[config.mk]
export PLATFORM = sky130hd
export DESIGN_NAME = sspc_top
export DESIGN_NICKNAME = d
export VERILOG_FILES = /design/src/design/sspc_pkg.sv /design/src/design/sspc_top.sv
export VERILOG_INCLUDE_DIRS = /design/src /design/src/design
export SDC_FILE = /design/constraint.sdc
export NUM_CORES = 1
export LEC_CHECK = 0
export BUFFER_PORTS_ARGS = -buffer_cell sky130_fd_sc_hd__buf_2
export CAP_MARGIN = 20
export CORE_ASPECT_RATIO = 1.4
export CORE_UTILIZATION = 40
export CTS_CLUSTER_DIAMETER = 40
export DETAILED_ROUTE_END_ITERATION = 7
export PLACE_DENSITY_LB_ADDON = 0.05
export SETUP_SLACK_MARGIN = 0.4
export SLEW_MARGIN = 0
export SYNTH_ARGS = -nofsm -noshare
export SYNTH_HDL_FRONTEND = slang
export SYNTH_SLANG_ARGS = --single-unit
export TNS_END_PERCENT = 100
[constraint.sdc]
create_clock -name core_clk -period 4.4 [get_ports core_clk]
set_input_delay 0 -clock core_clk [delete_from_list [all_inputs] [get_ports core_clk]]
set_output_delay 0 -clock core_clk [all_outputs]
set_load 0.01 [all_outputs]
[src/design/sspc_defines.svh]
// constants for the sample sync, pin and clock control block
`ifndef SSPC_DEFINES_SVH
`define SSPC_DEFINES_SVH

// ==========================================
// register offsets
`define SSPC_OFS_SAMPLE_PERIOD 8'h12
`define SSPC_OFS_CLK_STATUS 8'h0a
`define SSPC_OFS_CONV_CLK_RATE 8'h4e
`define SSPC_OFS_PIN_SYNC_CFG 8'h4f
`define SSPC_OFS_PIN_DRIVE_CAL 8'h50
`define SSPC_OFS_FREEZE_FCLK 8'h5f

// ==========================================
// reset values
`define SSPC_RST_SAMPLE_PERIOD 16'h0028
`define SSPC_RST_CONV_CLK_RATE 16'h0060
`define SSPC_RST_PIN_SYNC_CFG 16'h2090
`define SSPC_RST_PIN_DRIVE_CAL 16'h0000
`define SSPC_RST_FREEZE_FCLK 16'h0000

// ==========================================
// field positions
`define SSPC_BIT_PIN_B_OE 6
`define SSPC_BIT_PIN_B_IE 5
`define SSPC_SYNC_SEL_HI 3
`define SSPC_SYNC_SEL_LO 2
`define SSPC_BIT_PIN_A_IE 1
`define SSPC_BIT_PIN_B_FUNC 6
`define SSPC_BIT_CAL_START 5
`define SSPC_BIT_FREEZE_B 2
`define SSPC_BIT_FREEZE_A 1
`define SSPC_BIT_FAST_CLK_EN 0
`define SSPC_RATIO_W 12

// ==========================================
// codes
`define SSPC_CONV_RATE_1MHZ 16'h0040
`define SSPC_CONV_RATE_500KHZ 16'h0060
`define SSPC_SYNC_TIMER 2'h0
`define SSPC_SYNC_PIN_A 2'h1
`define SSPC_SYNC_PIN_B 2'h2
`define SSPC_TIMER_MULT 2
`define SSPC_SLOT_COUNT 2

`endif

[src/design/sspc_pkg.sv]
// types shared by the sample sync, pin and clock control block
package sspc_pkg;

    // ==========================================
    // register access request
    typedef struct packed {
        logic wr;
        logic rd;
        logic [7:0] addr;
        logic [15:0] wdata;
    } sspc_reg_req_t;

    // ==========================================
    // one slot result update
    typedef struct packed {
        logic valid;
        logic [15:0] data;
    } sspc_result_t;

    // ==========================================
    // calibration sequencer states
    typedef enum logic [1:0] {
        SSPC_CAL_IDLE,
        SSPC_CAL_ALIGN,
        SSPC_CAL_COUNT,
        SSPC_CAL_DONE
    } sspc_cal_state_t;

endpackage

[src/design/sspc_top.sv]
// register bank for sample sync, general pins and clock calibration
// Behaviour
// - rate 0x0040 gives 1 MHz, 0x0060 500 kHz
// - rate matters only in digital integrate mode
// - bit 6 enables pin b output driver
// - bit 5 enables pin b input path
// - bit 1 enables pin a input path
// - sync 00 uses slow clock timer
// - sync 01 triggers on pin a
// - sync 10 triggers on pin b
// - pin b drives low or power-down
// - calibration start begins clock ratio count
// - finished ratio readable in status register
// - second slot freeze blocks its results
// - first slot freeze blocks its results
// - freeze bit 0 enables fast clock
// - timer rate is slow clock over 4*period
`timescale 1ns/10ps
`default_nettype none
`include "sspc_defines.svh"

module sspc_top (
    input wire logic core_clk,
    input wire logic reset_n,
    input wire sspc_pkg::sspc_reg_req_t reg_req,
    output logic [15:0] reg_rdata,
    input wire logic digital_integrate_mode,
    output logic conv_clk_1mhz,
    input wire logic slow_tick,
    input wire logic fast_tick,
    output logic fast_clock_enable,
    output logic cal_busy,
    input wire logic gp_pin_a_i,
    input wire logic gp_pin_b_i,
    output logic gp_pin_b_o,
    output logic gp_pin_b_oe,
    input wire logic afe_power_down,
    output logic sample_start,
    input wire sspc_pkg::sspc_result_t [1:0] slot_result_in,
    output logic [1:0][15:0] slot_result
);
    import sspc_pkg::*;

    // ==========================================
    // register file
    logic [15:0] sample_period_r, sample_period_nxt;
    logic [15:0] conv_rate_r, conv_rate_nxt;
    logic [15:0] pin_sync_r, pin_sync_nxt;
    logic [15:0] drive_cal_r, drive_cal_nxt;
    logic [15:0] freeze_r, freeze_nxt;
    logic [15:0] rdata_r, rdata_nxt;
    logic [`SSPC_RATIO_W-1:0] ratio_r, ratio_nxt;

    // whole-word writes keep reserved bits as written
    always_comb begin
        sample_period_nxt = sample_period_r;
        conv_rate_nxt = conv_rate_r;
        pin_sync_nxt = pin_sync_r;
        drive_cal_nxt = drive_cal_r;
        freeze_nxt = freeze_r;
        if (reg_req.wr) begin
            case (reg_req.addr)
                `SSPC_OFS_SAMPLE_PERIOD: sample_period_nxt = reg_req.wdata;
                `SSPC_OFS_CONV_CLK_RATE: conv_rate_nxt = reg_req.wdata;
                `SSPC_OFS_PIN_SYNC_CFG: pin_sync_nxt = reg_req.wdata;
                `SSPC_OFS_PIN_DRIVE_CAL: drive_cal_nxt = reg_req.wdata;
                `SSPC_OFS_FREEZE_FCLK: freeze_nxt = reg_req.wdata;
                default: begin
                end
            endcase
        end
    end

    // read data comes from a flop, one cycle after the read strobe
    always_comb begin
        rdata_nxt = rdata_r;
        if (reg_req.rd) begin
            case (reg_req.addr)
                `SSPC_OFS_SAMPLE_PERIOD: rdata_nxt = sample_period_r;
                `SSPC_OFS_CONV_CLK_RATE: rdata_nxt = conv_rate_r;
                `SSPC_OFS_PIN_SYNC_CFG: rdata_nxt = pin_sync_r;
                `SSPC_OFS_PIN_DRIVE_CAL: rdata_nxt = drive_cal_r;
                `SSPC_OFS_FREEZE_FCLK: rdata_nxt = freeze_r;
                `SSPC_OFS_CLK_STATUS: rdata_nxt = {{(16-`SSPC_RATIO_W){1'b0}}, ratio_r};
                default: rdata_nxt = 16'h0000;
            endcase
        end
    end

    always_ff @(posedge core_clk) begin
        if (!reset_n) begin
            sample_period_r <= `SSPC_RST_SAMPLE_PERIOD;
            conv_rate_r <= `SSPC_RST_CONV_CLK_RATE;
            pin_sync_r <= `SSPC_RST_PIN_SYNC_CFG;
            drive_cal_r <= `SSPC_RST_PIN_DRIVE_CAL;
            freeze_r <= `SSPC_RST_FREEZE_FCLK;
            rdata_r <= 16'h0000;
        end else begin
            sample_period_r <= sample_period_nxt;
            conv_rate_r <= conv_rate_nxt;
            pin_sync_r <= pin_sync_nxt;
            drive_cal_r <= drive_cal_nxt;
            freeze_r <= freeze_nxt;
            rdata_r <= rdata_nxt;
        end
    end

    assign reg_rdata = rdata_r;

    // ==========================================
    // converter clock select
    // outside digital integrate mode the converter keeps its slow rate
    always_comb begin
        conv_clk_1mhz = 1'b0;
        if (digital_integrate_mode) begin
            conv_clk_1mhz = (conv_rate_r == `SSPC_CONV_RATE_1MHZ);
        end
    end

    // ==========================================
    // general pins
    logic pin_a_gated, pin_b_gated;
    assign pin_a_gated = gp_pin_a_i & pin_sync_r[`SSPC_BIT_PIN_A_IE];
    assign pin_b_gated = gp_pin_b_i & pin_sync_r[`SSPC_BIT_PIN_B_IE];
    assign gp_pin_b_oe = pin_sync_r[`SSPC_BIT_PIN_B_OE];
    // with bit 6 set the powered-down analog drives the pin, otherwise the pin sits low
    assign gp_pin_b_o = drive_cal_r[`SSPC_BIT_PIN_B_FUNC] & afe_power_down;

    // two-stage synchroniser plus an edge history stage per pin
    logic [1:0] sync1_r, sync1_nxt;
    logic [1:0] sync2_r, sync2_nxt;
    logic [1:0] hist_r, hist_nxt;
    logic [1:0] pin_rise;

    always_comb begin
        sync1_nxt = {pin_b_gated, pin_a_gated};
        sync2_nxt = sync1_r;
        hist_nxt = sync2_r;
    end

    always_ff @(posedge core_clk) begin
        if (!reset_n) begin
            sync1_r <= 2'h0;
            sync2_r <= 2'h0;
            hist_r <= 2'h0;
        end else begin
            sync1_r <= sync1_nxt;
            sync2_r <= sync2_nxt;
            hist_r <= hist_nxt;
        end
    end

    assign pin_rise = sync2_r & ~hist_r;

    // ==========================================
    // sample timer and trigger selection
    logic [1:0] sync_sel;
    logic [17:0] tick_cnt_r, tick_cnt_nxt;
    logic [17:0] period_ticks;
    logic timer_fire;
    logic start_r, start_nxt;

    assign sync_sel = pin_sync_r[`SSPC_SYNC_SEL_HI:`SSPC_SYNC_SEL_LO];
    // four slow ticks per unit of the period register
    assign period_ticks = {sample_period_r, 2'h0} ;

    // a zero period never fires rather than firing every tick
    always_comb begin
        tick_cnt_nxt = tick_cnt_r;
        timer_fire = 1'b0;
        if (sync_sel != `SSPC_SYNC_TIMER || period_ticks == 18'h00000) begin
            tick_cnt_nxt = 18'h00000;
        end else if (slow_tick) begin
            if (tick_cnt_r >= period_ticks - 18'h00001) begin
                tick_cnt_nxt = 18'h00000;
                timer_fire = 1'b1;
            end else begin
                tick_cnt_nxt = tick_cnt_r + 18'h00001;
            end
        end
    end

    // reserved code 11 starts nothing
    always_comb begin
        case (sync_sel)
            `SSPC_SYNC_TIMER: start_nxt = timer_fire;
            `SSPC_SYNC_PIN_A: start_nxt = pin_rise[0];
            `SSPC_SYNC_PIN_B: start_nxt = pin_rise[1];
            default: start_nxt = 1'b0;
        endcase
    end

    always_ff @(posedge core_clk) begin
        if (!reset_n) begin
            tick_cnt_r <= 18'h00000;
            start_r <= 1'b0;
        end else begin
            tick_cnt_r <= tick_cnt_nxt;
            start_r <= start_nxt;
        end
    end

    assign sample_start = start_r;

    // ==========================================
    // fast clock calibration
    sspc_cal_state_t cal_state_r, cal_state_nxt;
    logic cal_start_d_r, cal_start_d_nxt;
    logic [`SSPC_RATIO_W-1:0] cal_cnt_r, cal_cnt_nxt;
    logic cal_rise;

    assign fast_clock_enable = freeze_r[`SSPC_BIT_FAST_CLK_EN];
    // only a fresh 0 to 1 of the start bit launches a run
    assign cal_rise = drive_cal_r[`SSPC_BIT_CAL_START] & ~cal_start_d_r;

    // count fast ticks across one whole slow period, saturating
    always_comb begin
        cal_state_nxt = cal_state_r;
        cal_cnt_nxt = cal_cnt_r;
        ratio_nxt = ratio_r;
        cal_start_d_nxt = drive_cal_r[`SSPC_BIT_CAL_START];
        case (cal_state_r)
            SSPC_CAL_IDLE: begin
                if (cal_rise) begin
                    cal_state_nxt = SSPC_CAL_ALIGN;
                end
            end
            SSPC_CAL_ALIGN: begin
                cal_cnt_nxt = '0;
                if (slow_tick) begin
                    cal_state_nxt = SSPC_CAL_COUNT;
                end
            end
            SSPC_CAL_COUNT: begin
                if (slow_tick) begin
                    cal_state_nxt = SSPC_CAL_DONE;
                end else if (fast_tick && fast_clock_enable && cal_cnt_r != '1) begin
                    cal_cnt_nxt = cal_cnt_r + 1'b1;
                end
            end
            SSPC_CAL_DONE: begin
                ratio_nxt = cal_cnt_r;
                cal_state_nxt = SSPC_CAL_IDLE;
            end
            default: cal_state_nxt = SSPC_CAL_IDLE;
        endcase
    end

    always_ff @(posedge core_clk) begin
        if (!reset_n) begin
            cal_state_r <= SSPC_CAL_IDLE;
            cal_cnt_r <= '0;
            ratio_r <= '0;
            cal_start_d_r <= 1'b0;
        end else begin
            cal_state_r <= cal_state_nxt;
            cal_cnt_r <= cal_cnt_nxt;
            ratio_r <= ratio_nxt;
            cal_start_d_r <= cal_start_d_nxt;
        end
    end

    assign cal_busy = (cal_state_r != SSPC_CAL_IDLE);

    // ==========================================
    // per-slot result hold
    // slot 0 is the first slot, slot 1 the second
    logic [1:0] slot_freeze;
    assign slot_freeze = {freeze_r[`SSPC_BIT_FREEZE_B], freeze_r[`SSPC_BIT_FREEZE_A]};

    genvar gi;
    generate
        for (gi = 0; gi < `SSPC_SLOT_COUNT; gi = gi + 1) begin : g_slot
            logic [15:0] res_r, res_nxt;
            always_comb begin
                res_nxt = res_r;
                if (slot_result_in[gi].valid && !slot_freeze[gi]) begin
                    res_nxt = slot_result_in[gi].data;
                end
            end
            always_ff @(posedge core_clk) begin
                if (!reset_n) begin
                    res_r <= 16'h0000;
                end else begin
                    res_r <= res_nxt;
                end
            end
            assign slot_result[gi] = res_r;
        end
    endgenerate

endmodule

`default_nettype wire

==> results.sh, run 1 <==
export IMPL_dr_pass1_iters=7
export IMPL_die_h_microns=174
export IMPL_timing_fmax_mhz=278
export IMPL_cts_inserted_buffers=17
export IMPL_route_detailed_drc=0
export IMPL_place_area_sq_um=9070
export IMPL_maxCapViolations=0
export IMPL_core_sq_um=20600
export IMPL_grt_setup_unrepaired="false"
export IMPL_port_buffer_count=121
export IMPL_pwr_density_cell_nw_per_um2=345
export IMPL_ys_top_cells_by_count="nand2_1 (216), dfxtp_1 (180), a21boi_0 (105), nand3_1 (59), clkbuf_1 (42)"
export IMPL_setup_viol_count_final=0
export IMPL_drtIter0Drc=353
export IMPL_yosys_area_top_type="dfxtp_1"
export IMPL_final_area_sq_um=10200
export IMPL_num_rows=62
export IMPL_reg2reg_slack_ns=0.81
export IMPL_synth_edf_count=0
export IMPL_grt_max_degree=90
export IMPL_worstPathMaxFanout=10
export IMPL_syn_inst=965
export IMPL_dp_hpwl_microns=16300
export IMPL_period_share_pct=81.7
export IMPL_start_util_pct=40.9
export IMPL_netlist_area_sq_um=8410
export IMPL_final_hold_violation_count=1
export IMPL_ys_types=60
export IMPL_ys_flop_type="dfxtp_1"
export IMPL_gp_congestion=0.776
export IMPL_track_usage_pct=21.8
export IMPL_slew_violations=0
export IMPL_ctsResizeCount=0
export IMPL_cts_reportedPaths_clkPinSlew_ns=0.07
export IMPL_failed_checks="negative hold slack"
export IMPL_antenna_found_initial=0
export IMPL_critPathRequiredTime_ns=4.73
export IMPL_cts_max_level=4
export IMPL_grt_pass1_vias=6735
export IMPL_min_from="slot_result_in[33]"
export IMPL_holdCritPathClass="input port to flip-flop"
export IMPL_status="finished with violations"
export IMPL_cts_tree="built"
export IMPL_r2r_cells=14
export IMPL_timing_rr_end="tick_cnt_r[12]"
export IMPL_max_slew_margin_rel_pct=42.8
export IMPL_layout_nets=1189
export IMPL_endpoint_kind="flip-flop"
export IMPL_post_cts_buffers=0
export IMPL_drt_antenna_violating_nets=0
export IMPL_num_vias=7116
export IMPL_grt_pass1_wl_microns=37200
export IMPL_syn_nets=1057
export IMPL_final_setup_tns_ns=0
export IMPL_insertion_delay_ns=0.44
export IMPL_num_io_pins=122
export IMPL_die_x_microns=125
export IMPL_design_die_area_sq_um=21600
export IMPL_crit_type="flip-flop to flip-flop"
export IMPL_max_vdd_ir_drop_mv=0.231
export IMPL_placed_cells=1281
export IMPL_finClkSkew_ns=0.0126
export IMPL_final_layout_size_suffix_gt1_share_pct=17.0
export IMPL_yosysSeqAreaShare_pct=42.9
export IMPL_hold_depth=4
export IMPL_crit_reg2reg_launch="sample_period_r[0]"
export IMPL_hold_path_end="g_slot[1].res_r[0]"
export IMPL_tightest_slew_ns=0.856
export IMPL_yosysMostFrequentCell="nand2_1"
export IMPL_synthArstFlopShare_pct=0
export IMPL_ys_top_cells_by_area="dfxtp_1 (43%), nand2_1 (9.6%), a21boi_0 (9.4%), ha_1 (3.6%), nand3_1 (3.5%)"
export IMPL_avgViaCountPerCell=5.21
export IMPL_routed_wl_microns=23500
export IMPL_fin_crit_ns=3.59
export IMPL_hold_ws_ns=-0.00363
export IMPL_grt_overflow_total=0
export IMPL_power_leakage_nw=3.88
export IMPL_cp_arrival_ns=3.92
export IMPL_syn_avg_cell_area_sq_um=8.71
export IMPL_clkSinkCount=180
export IMPL_start_kind="flip-flop"
export IMPL_syn2layout_area_growth_pct=21.2
export IMPL_wl_per_cell_microns=17.2
export IMPL_n_antenna_cell=0
export IMPL_clk_path_buf_depth=2
export IMPL_yosys_area_top_type_share_pct=42.9
export IMPL_synth_warnings=0
export IMPL_cts_root_buf="clkbuf_16"
export IMPL_ys_seq_elements=180
export IMPL_layout_cells_non_filler=1366
## cells in the final DEF, fill, tap and decap left out, types with 3 or more instances in the layout
| cell type | count |
|---|---|
| a211oi_1 | 7 |
| a21boi_0 | 105 |
| a21oi_1 | 13 |
| a222oi_1 | 12 |
| a22o_1 | 5 |
| a22oi_1 | 17 |
| a31oi_1 | 12 |
| and2_1 | 10 |
| and3_1 | 9 |
| and4_1 | 3 |
| buf_2 | 120 |
| buf_4 | 8 |
| clkbuf_16 | 17 |
| clkinv_4 | 3 |
| dfxtp_1 | 180 |
| dlygate4sd3_1 | 51 |
| ha_1 | 24 |
| inv_1 | 11 |
| inv_6 | 4 |
| inv_8 | 4 |
| mux2_2 | 12 |
| mux2i_1 | 13 |
| nand2_1 | 216 |
| nand2b_1 | 7 |
| nand3_1 | 59 |
| nand3b_1 | 7 |
| nand4_1 | 5 |
| nor2_1 | 27 |
| nor2b_1 | 20 |
| nor3_1 | 22 |
| nor4_1 | 6 |
| o211a_1 | 5 |
| o21ai_0 | 19 |
| xnor2_1 | 30 |
| xor2_1 | 12 |
## routing by layer
metal / up-vias / track usage [%] / wire (microns)
li1: 3617 / - / -
met1: 3327 / 25.9 / 10300
met2: 154 / 40.1 / 12200
met3: 18 / 3.46 / 732
met4: 0 / 6.07 / 281
met5: - / 0 / 0
## report_power, final
part           internal [mW]  leakage, nW  switching [mW]
Combinational          0.123         2.13           0.158
Sequential              1.66         1.46          0.0182
Clock                  0.825        0.289           0.737
## worst max path at each step
stage,start,to,slack [ns],depth (start not counted)
finish,sample_period_r[0],tick_cnt_r[12],0.81,14
global route,sample_period_r[0],tick_cnt_r[15],0.53,14
CTS,sample_period_r[0],tick_cnt_r[13],0.81,14
detailed placement,sample_period_r[0],tick_cnt_r[9],0.85,14
global placement,sample_period_r[0],tick_cnt_r[15],0.89,14
floorplan,sample_period_r[0],tick_cnt_r[10],1.28,14
## logic make-up after synthesis
logic type               count (synthesis)  share of synthesized area (%)
XOR/XNOR                                42                           4.37
AND/OR/NAND/NOR                        412                           23.6
flip-flops                             180                           42.9
adder cells (fa/ha/maj)                 24                           3.57
AO/OA/AOI/OAI                          204                           18.2
multiplexers                            25                           3.15
buffers and inverters                   78                           4.24
## timing repair
action,4_1_cts,5_1_grt
hold endpoints to repair,116,0
hold buffers,51,0
endpoints found under the setup margin,0,0
## sequential cells by signal, indices dropped and copies added (netlist names), 12 cells and up
register / cells
sample_period_r: 16
g_slot.res_r: 32
drive_cal_r: 16
freeze_r: 16
ratio_r: 12
tick_cnt_r: 18
cal_cnt_r: 12
pin_sync_r: 16
conv_rate_r: 16
reg_rdata: 16
## cell type report
type / count / area, sq um
Fill cell: 2028 / 10400
Multi-Input combinational cell: 707 / 4450
Sequential cell: 180 / 3600
Timing Repair Buffer: 179 / 1170
Clock buffer: 18 / 439
Tap cell: 256 / 320
Clock inverter: 14 / 159
Inverter: 12 / 50.0
## through the flow
step	worst slack (ns)	utilization, %	power (mW)
after floorplan	1.28	-	1.86
final	0.806	49.6	3.52
after global placement	0.891	44.1	1.96
after global routing	0.534	49.6	3.65
after detailed placement	0.852	44.1	1.96
after CTS	0.815	49.5	3.56
## worst max-delay path, stage by stage (launching register included)
cell	delay, ns
dfxtp_1	0.35
inv_1	0.08
ha_1	0.17
or3b_1	0.45
nor3_2	0.19
nand2b_1	0.14
nor3_1	0.25
xnor2_1	0.10
ha_1	0.28
nand4_1	0.15
nor4_1	0.30
o21ai_0	0.18
a31oi_2	0.50
buf_4	0.27
nor3_1	0.06
Note: power is estimated with default switching activity, not from simulation.
==> run 2, diff against run 1 <==
clock period = 2.94 ns   (was 4.4 ns; I/O delays follow)
==> run 2 against run 1 <==
  * The flow now finishes without violations
  * Wire length up 1.6%
  * Count of clock-buffer cells in the layout up 2
  * Setup slack worse by 0.80 ns
  * Sequential cell count unchanged
  * Sequential share of layout area down 1.0 points
  * Register-to-register slack worse by 0.80 ns
  * Cell area up 3.1%
  * Final cell count up 2.2%
  * Combinational power up 52%
  * Sequential power up 50%
  * Fmax up 23%
  * Critical path type unchanged
  * Largest cell class unchanged
==> results.sh, run 2 (same netlist as run 1, synthesis figures left out) <==
export IMPL_dr_pass1_iters=5
export IMPL_pwr_density_cell_nw_per_um2=502
export IMPL_clkSinkCount=180
export IMPL_setup_viol_count_final=0
export IMPL_status="finished clean"
export IMPL_cts_inserted_buffers=17
export IMPL_cp_slowest_cell="or3b_4"
export IMPL_cp_arrival_ns=3.25
export IMPL_crit_type="flip-flop to flip-flop"
export IMPL_design_die_area_sq_um=21600
export IMPL_dp_hpwl_microns=16900
export IMPL_mostFrequentLayoutCell="nand2_1"
export IMPL_timing_rr_end="tick_cnt_r[15]"
export IMPL_grt_pass1_wl_microns=38800
export IMPL_met3_length_microns=843
export IMPL_avgViaCountPerCell=5.17
export IMPL_cts_tree="built"
export IMPL_drtIter0Drc=427
export IMPL_port_buffer_count=121
export IMPL_r2r_cells=14
export IMPL_worstPathMaxFanout=13
export IMPL_critPathMaxStageDelay_ns=0.42
export IMPL_path_cells="inv_2 > ha_4 > or3b_4 > nor3_4 > nand2b_1 > nor4_2 > xnor2_1 > ha_1 > nand4_1 > nor4_1 > o21ai_1 > a31oi_4 > buf_12 > nor3_1"
export IMPL_endpoint_kind="flip-flop"
export IMPL_n_antenna_cell=0
export IMPL_min_from="reg_req[24]"
export IMPL_final_setup_tns_ns=0
export IMPL_cts_root_buf="clkbuf_16"
export IMPL_num_vias=7217
export IMPL_final_layout_size_suffix_gt1_share_pct=20.1
export IMPL_timing_fmax_mhz=341
export IMPL_core_sq_um=20600
export IMPL_routed_wl_microns=23900
export IMPL_wl_met1_microns=10300
export IMPL_largest_reg_flops=32
export IMPL_num_io_pins=122
export IMPL_max_slew_margin_rel_pct=45.7
export IMPL_slew_violations=0
export IMPL_num_rows=62
export IMPL_wl_per_cell_microns=17.1
export IMPL_track_usage_pct=22.7
export IMPL_grt_pass1_vias=7164
export IMPL_final_hold_violation_count=0
export IMPL_syn2layout_area_growth_pct=24.9
export IMPL_period_share_pct=99.7
export IMPL_grt_setup_unrepaired="true"
export IMPL_top_register="g_slot.res_r"
export IMPL_clk_path_buf_depth=2
export IMPL_cts_max_level=4
export IMPL_tightest_slew_ns=0.812
export IMPL_reg2reg_slack_ns=0.01
export IMPL_cts_reportedPaths_clkPinSlew_ns=0.07
export IMPL_hold_path_end="reg_rdata[3]"
export IMPL_grt_overflow_total=0
export IMPL_met2_length_microns=12200
export IMPL_hold_depth=2
export IMPL_insertion_delay_ns=0.44
export IMPL_start_kind="flip-flop"
export IMPL_final_util_pct=51.1
export IMPL_antenna_found_initial=0
export IMPL_holdCritPathClass="input port to flip-flop"
export IMPL_power_leakage_nw=4.05
export IMPL_drt_antenna_violating_nets=0
export IMPL_die_x_microns=125
export IMPL_fin_crit_ns=2.93
export IMPL_route_detailed_drc=0
export IMPL_top_regs="g_slot.res_r: 32 flops, tick_cnt_r: 18 flops"
export IMPL_mostFrequentLayoutCells="nand2_1 (216), dfxtp_1 (176), buf_2 (120), a21boi_0 (105), nand3_1 (58)"
export IMPL_maxCapViolations=0
export IMPL_gp_congestion=0.797
export IMPL_critPathRequiredTime_ns=3.26
export IMPL_max_vdd_ir_drop_mv=0.365
export IMPL_finClkSkew_ns=0.00812
export IMPL_start_util_pct=40.9
export IMPL_crit_reg2reg_launch="sample_period_r[0]"
export IMPL_top_layer_used="met4"
export IMPL_layout_nets=1219
export IMPL_die_h_microns=174
export IMPL_grt_max_degree=55
## run 2: cell types whose count changed in the layout (fill, tap and decap cells not counted), moves of 3 or more
cell,before,now
o21ai_1,0,3
dfxtp_2,0,4
buf_4,8,33
o21ai_0,19,16
inv_8,4,1
dfxtp_1,180,176
## run 2: how the worst max path moves through the flow
stage                       start             end  slack, ns  cells after the start
2_1_floorplan  sample_period_r[0]  tick_cnt_r[17]       0.18                     14
3_3_place_gp   sample_period_r[0]  tick_cnt_r[15]       0.11                     14
3_5_place_dp   sample_period_r[0]  tick_cnt_r[14]       0.04                     14
4_1_cts        sample_period_r[0]  tick_cnt_r[12]       0.04                     14
5_1_grt        sample_period_r[0]  tick_cnt_r[15]      -0.16                     14
6_report       sample_period_r[0]  tick_cnt_r[15]       0.01                     14
## run 2: final cells by class
class	count	area, sq um
fillers	2001	10100
multi-input cells	707	4500
flip-flops and latches	180	3610
repair buffers	209	1420
clock buffers	20	457
well taps	256	320
clock inverters	12	143
inverters	12	50.0
## run 2: through the flow
step                      hold WS (ns)  setup slack [ns]  power [mW]  cells  area (sq um)
after floorplan                  0.124             0.180        2.78    965          8460
after global placement           0.255             0.107        2.94   1304          9300
after detailed placement         0.260            0.0440        2.94   1304          9300
after CTS                       0.0567            0.0422        5.34   1394         10500
after global routing            0.0973            -0.156        5.48   1396         10500
final                           0.0844           0.00959        5.27   1396         10500
## run 2: critical path: cells and delay by family (launching register included)
kind	cells	cell delay, ns
AOI/OAI and AO/OA	2	0.41
xor gates and xnor gates	1	0.10
adders and majority gates	2	0.41
buffers and inverters	2	0.23
DFF	1	0.33
and+or+nand+nor	7	1.33
## run 2: where the power goes
part           internal, mW  switching (mW)  total [mW]
Sequential             2.48          0.0280        2.51
Clock                  1.31            1.02        2.33
Combinational         0.189           0.239       0.428
## run 2: per-layer routing
metal | up-vias | GRT usage, %
li1 | 3675 | -
met2 | 169 | 40.7
met1 | 3342 | 27.1
met3 | 31 | 3.89
met5 | - | 0
met4 | 0 | 7.78
## run 2: timing repair
| action | 4_1_cts | 5_1_grt |
|---|---|---|
| hold endpoints to repair | 115 | 0 |
| resized for setup | 4 | 2 |
| setup buffers | 5 | 2 |
| pin swaps | 2 | 2 |
| endpoints found under the setup margin | 19 | 19 |
| hold buffers | 53 | 0 |
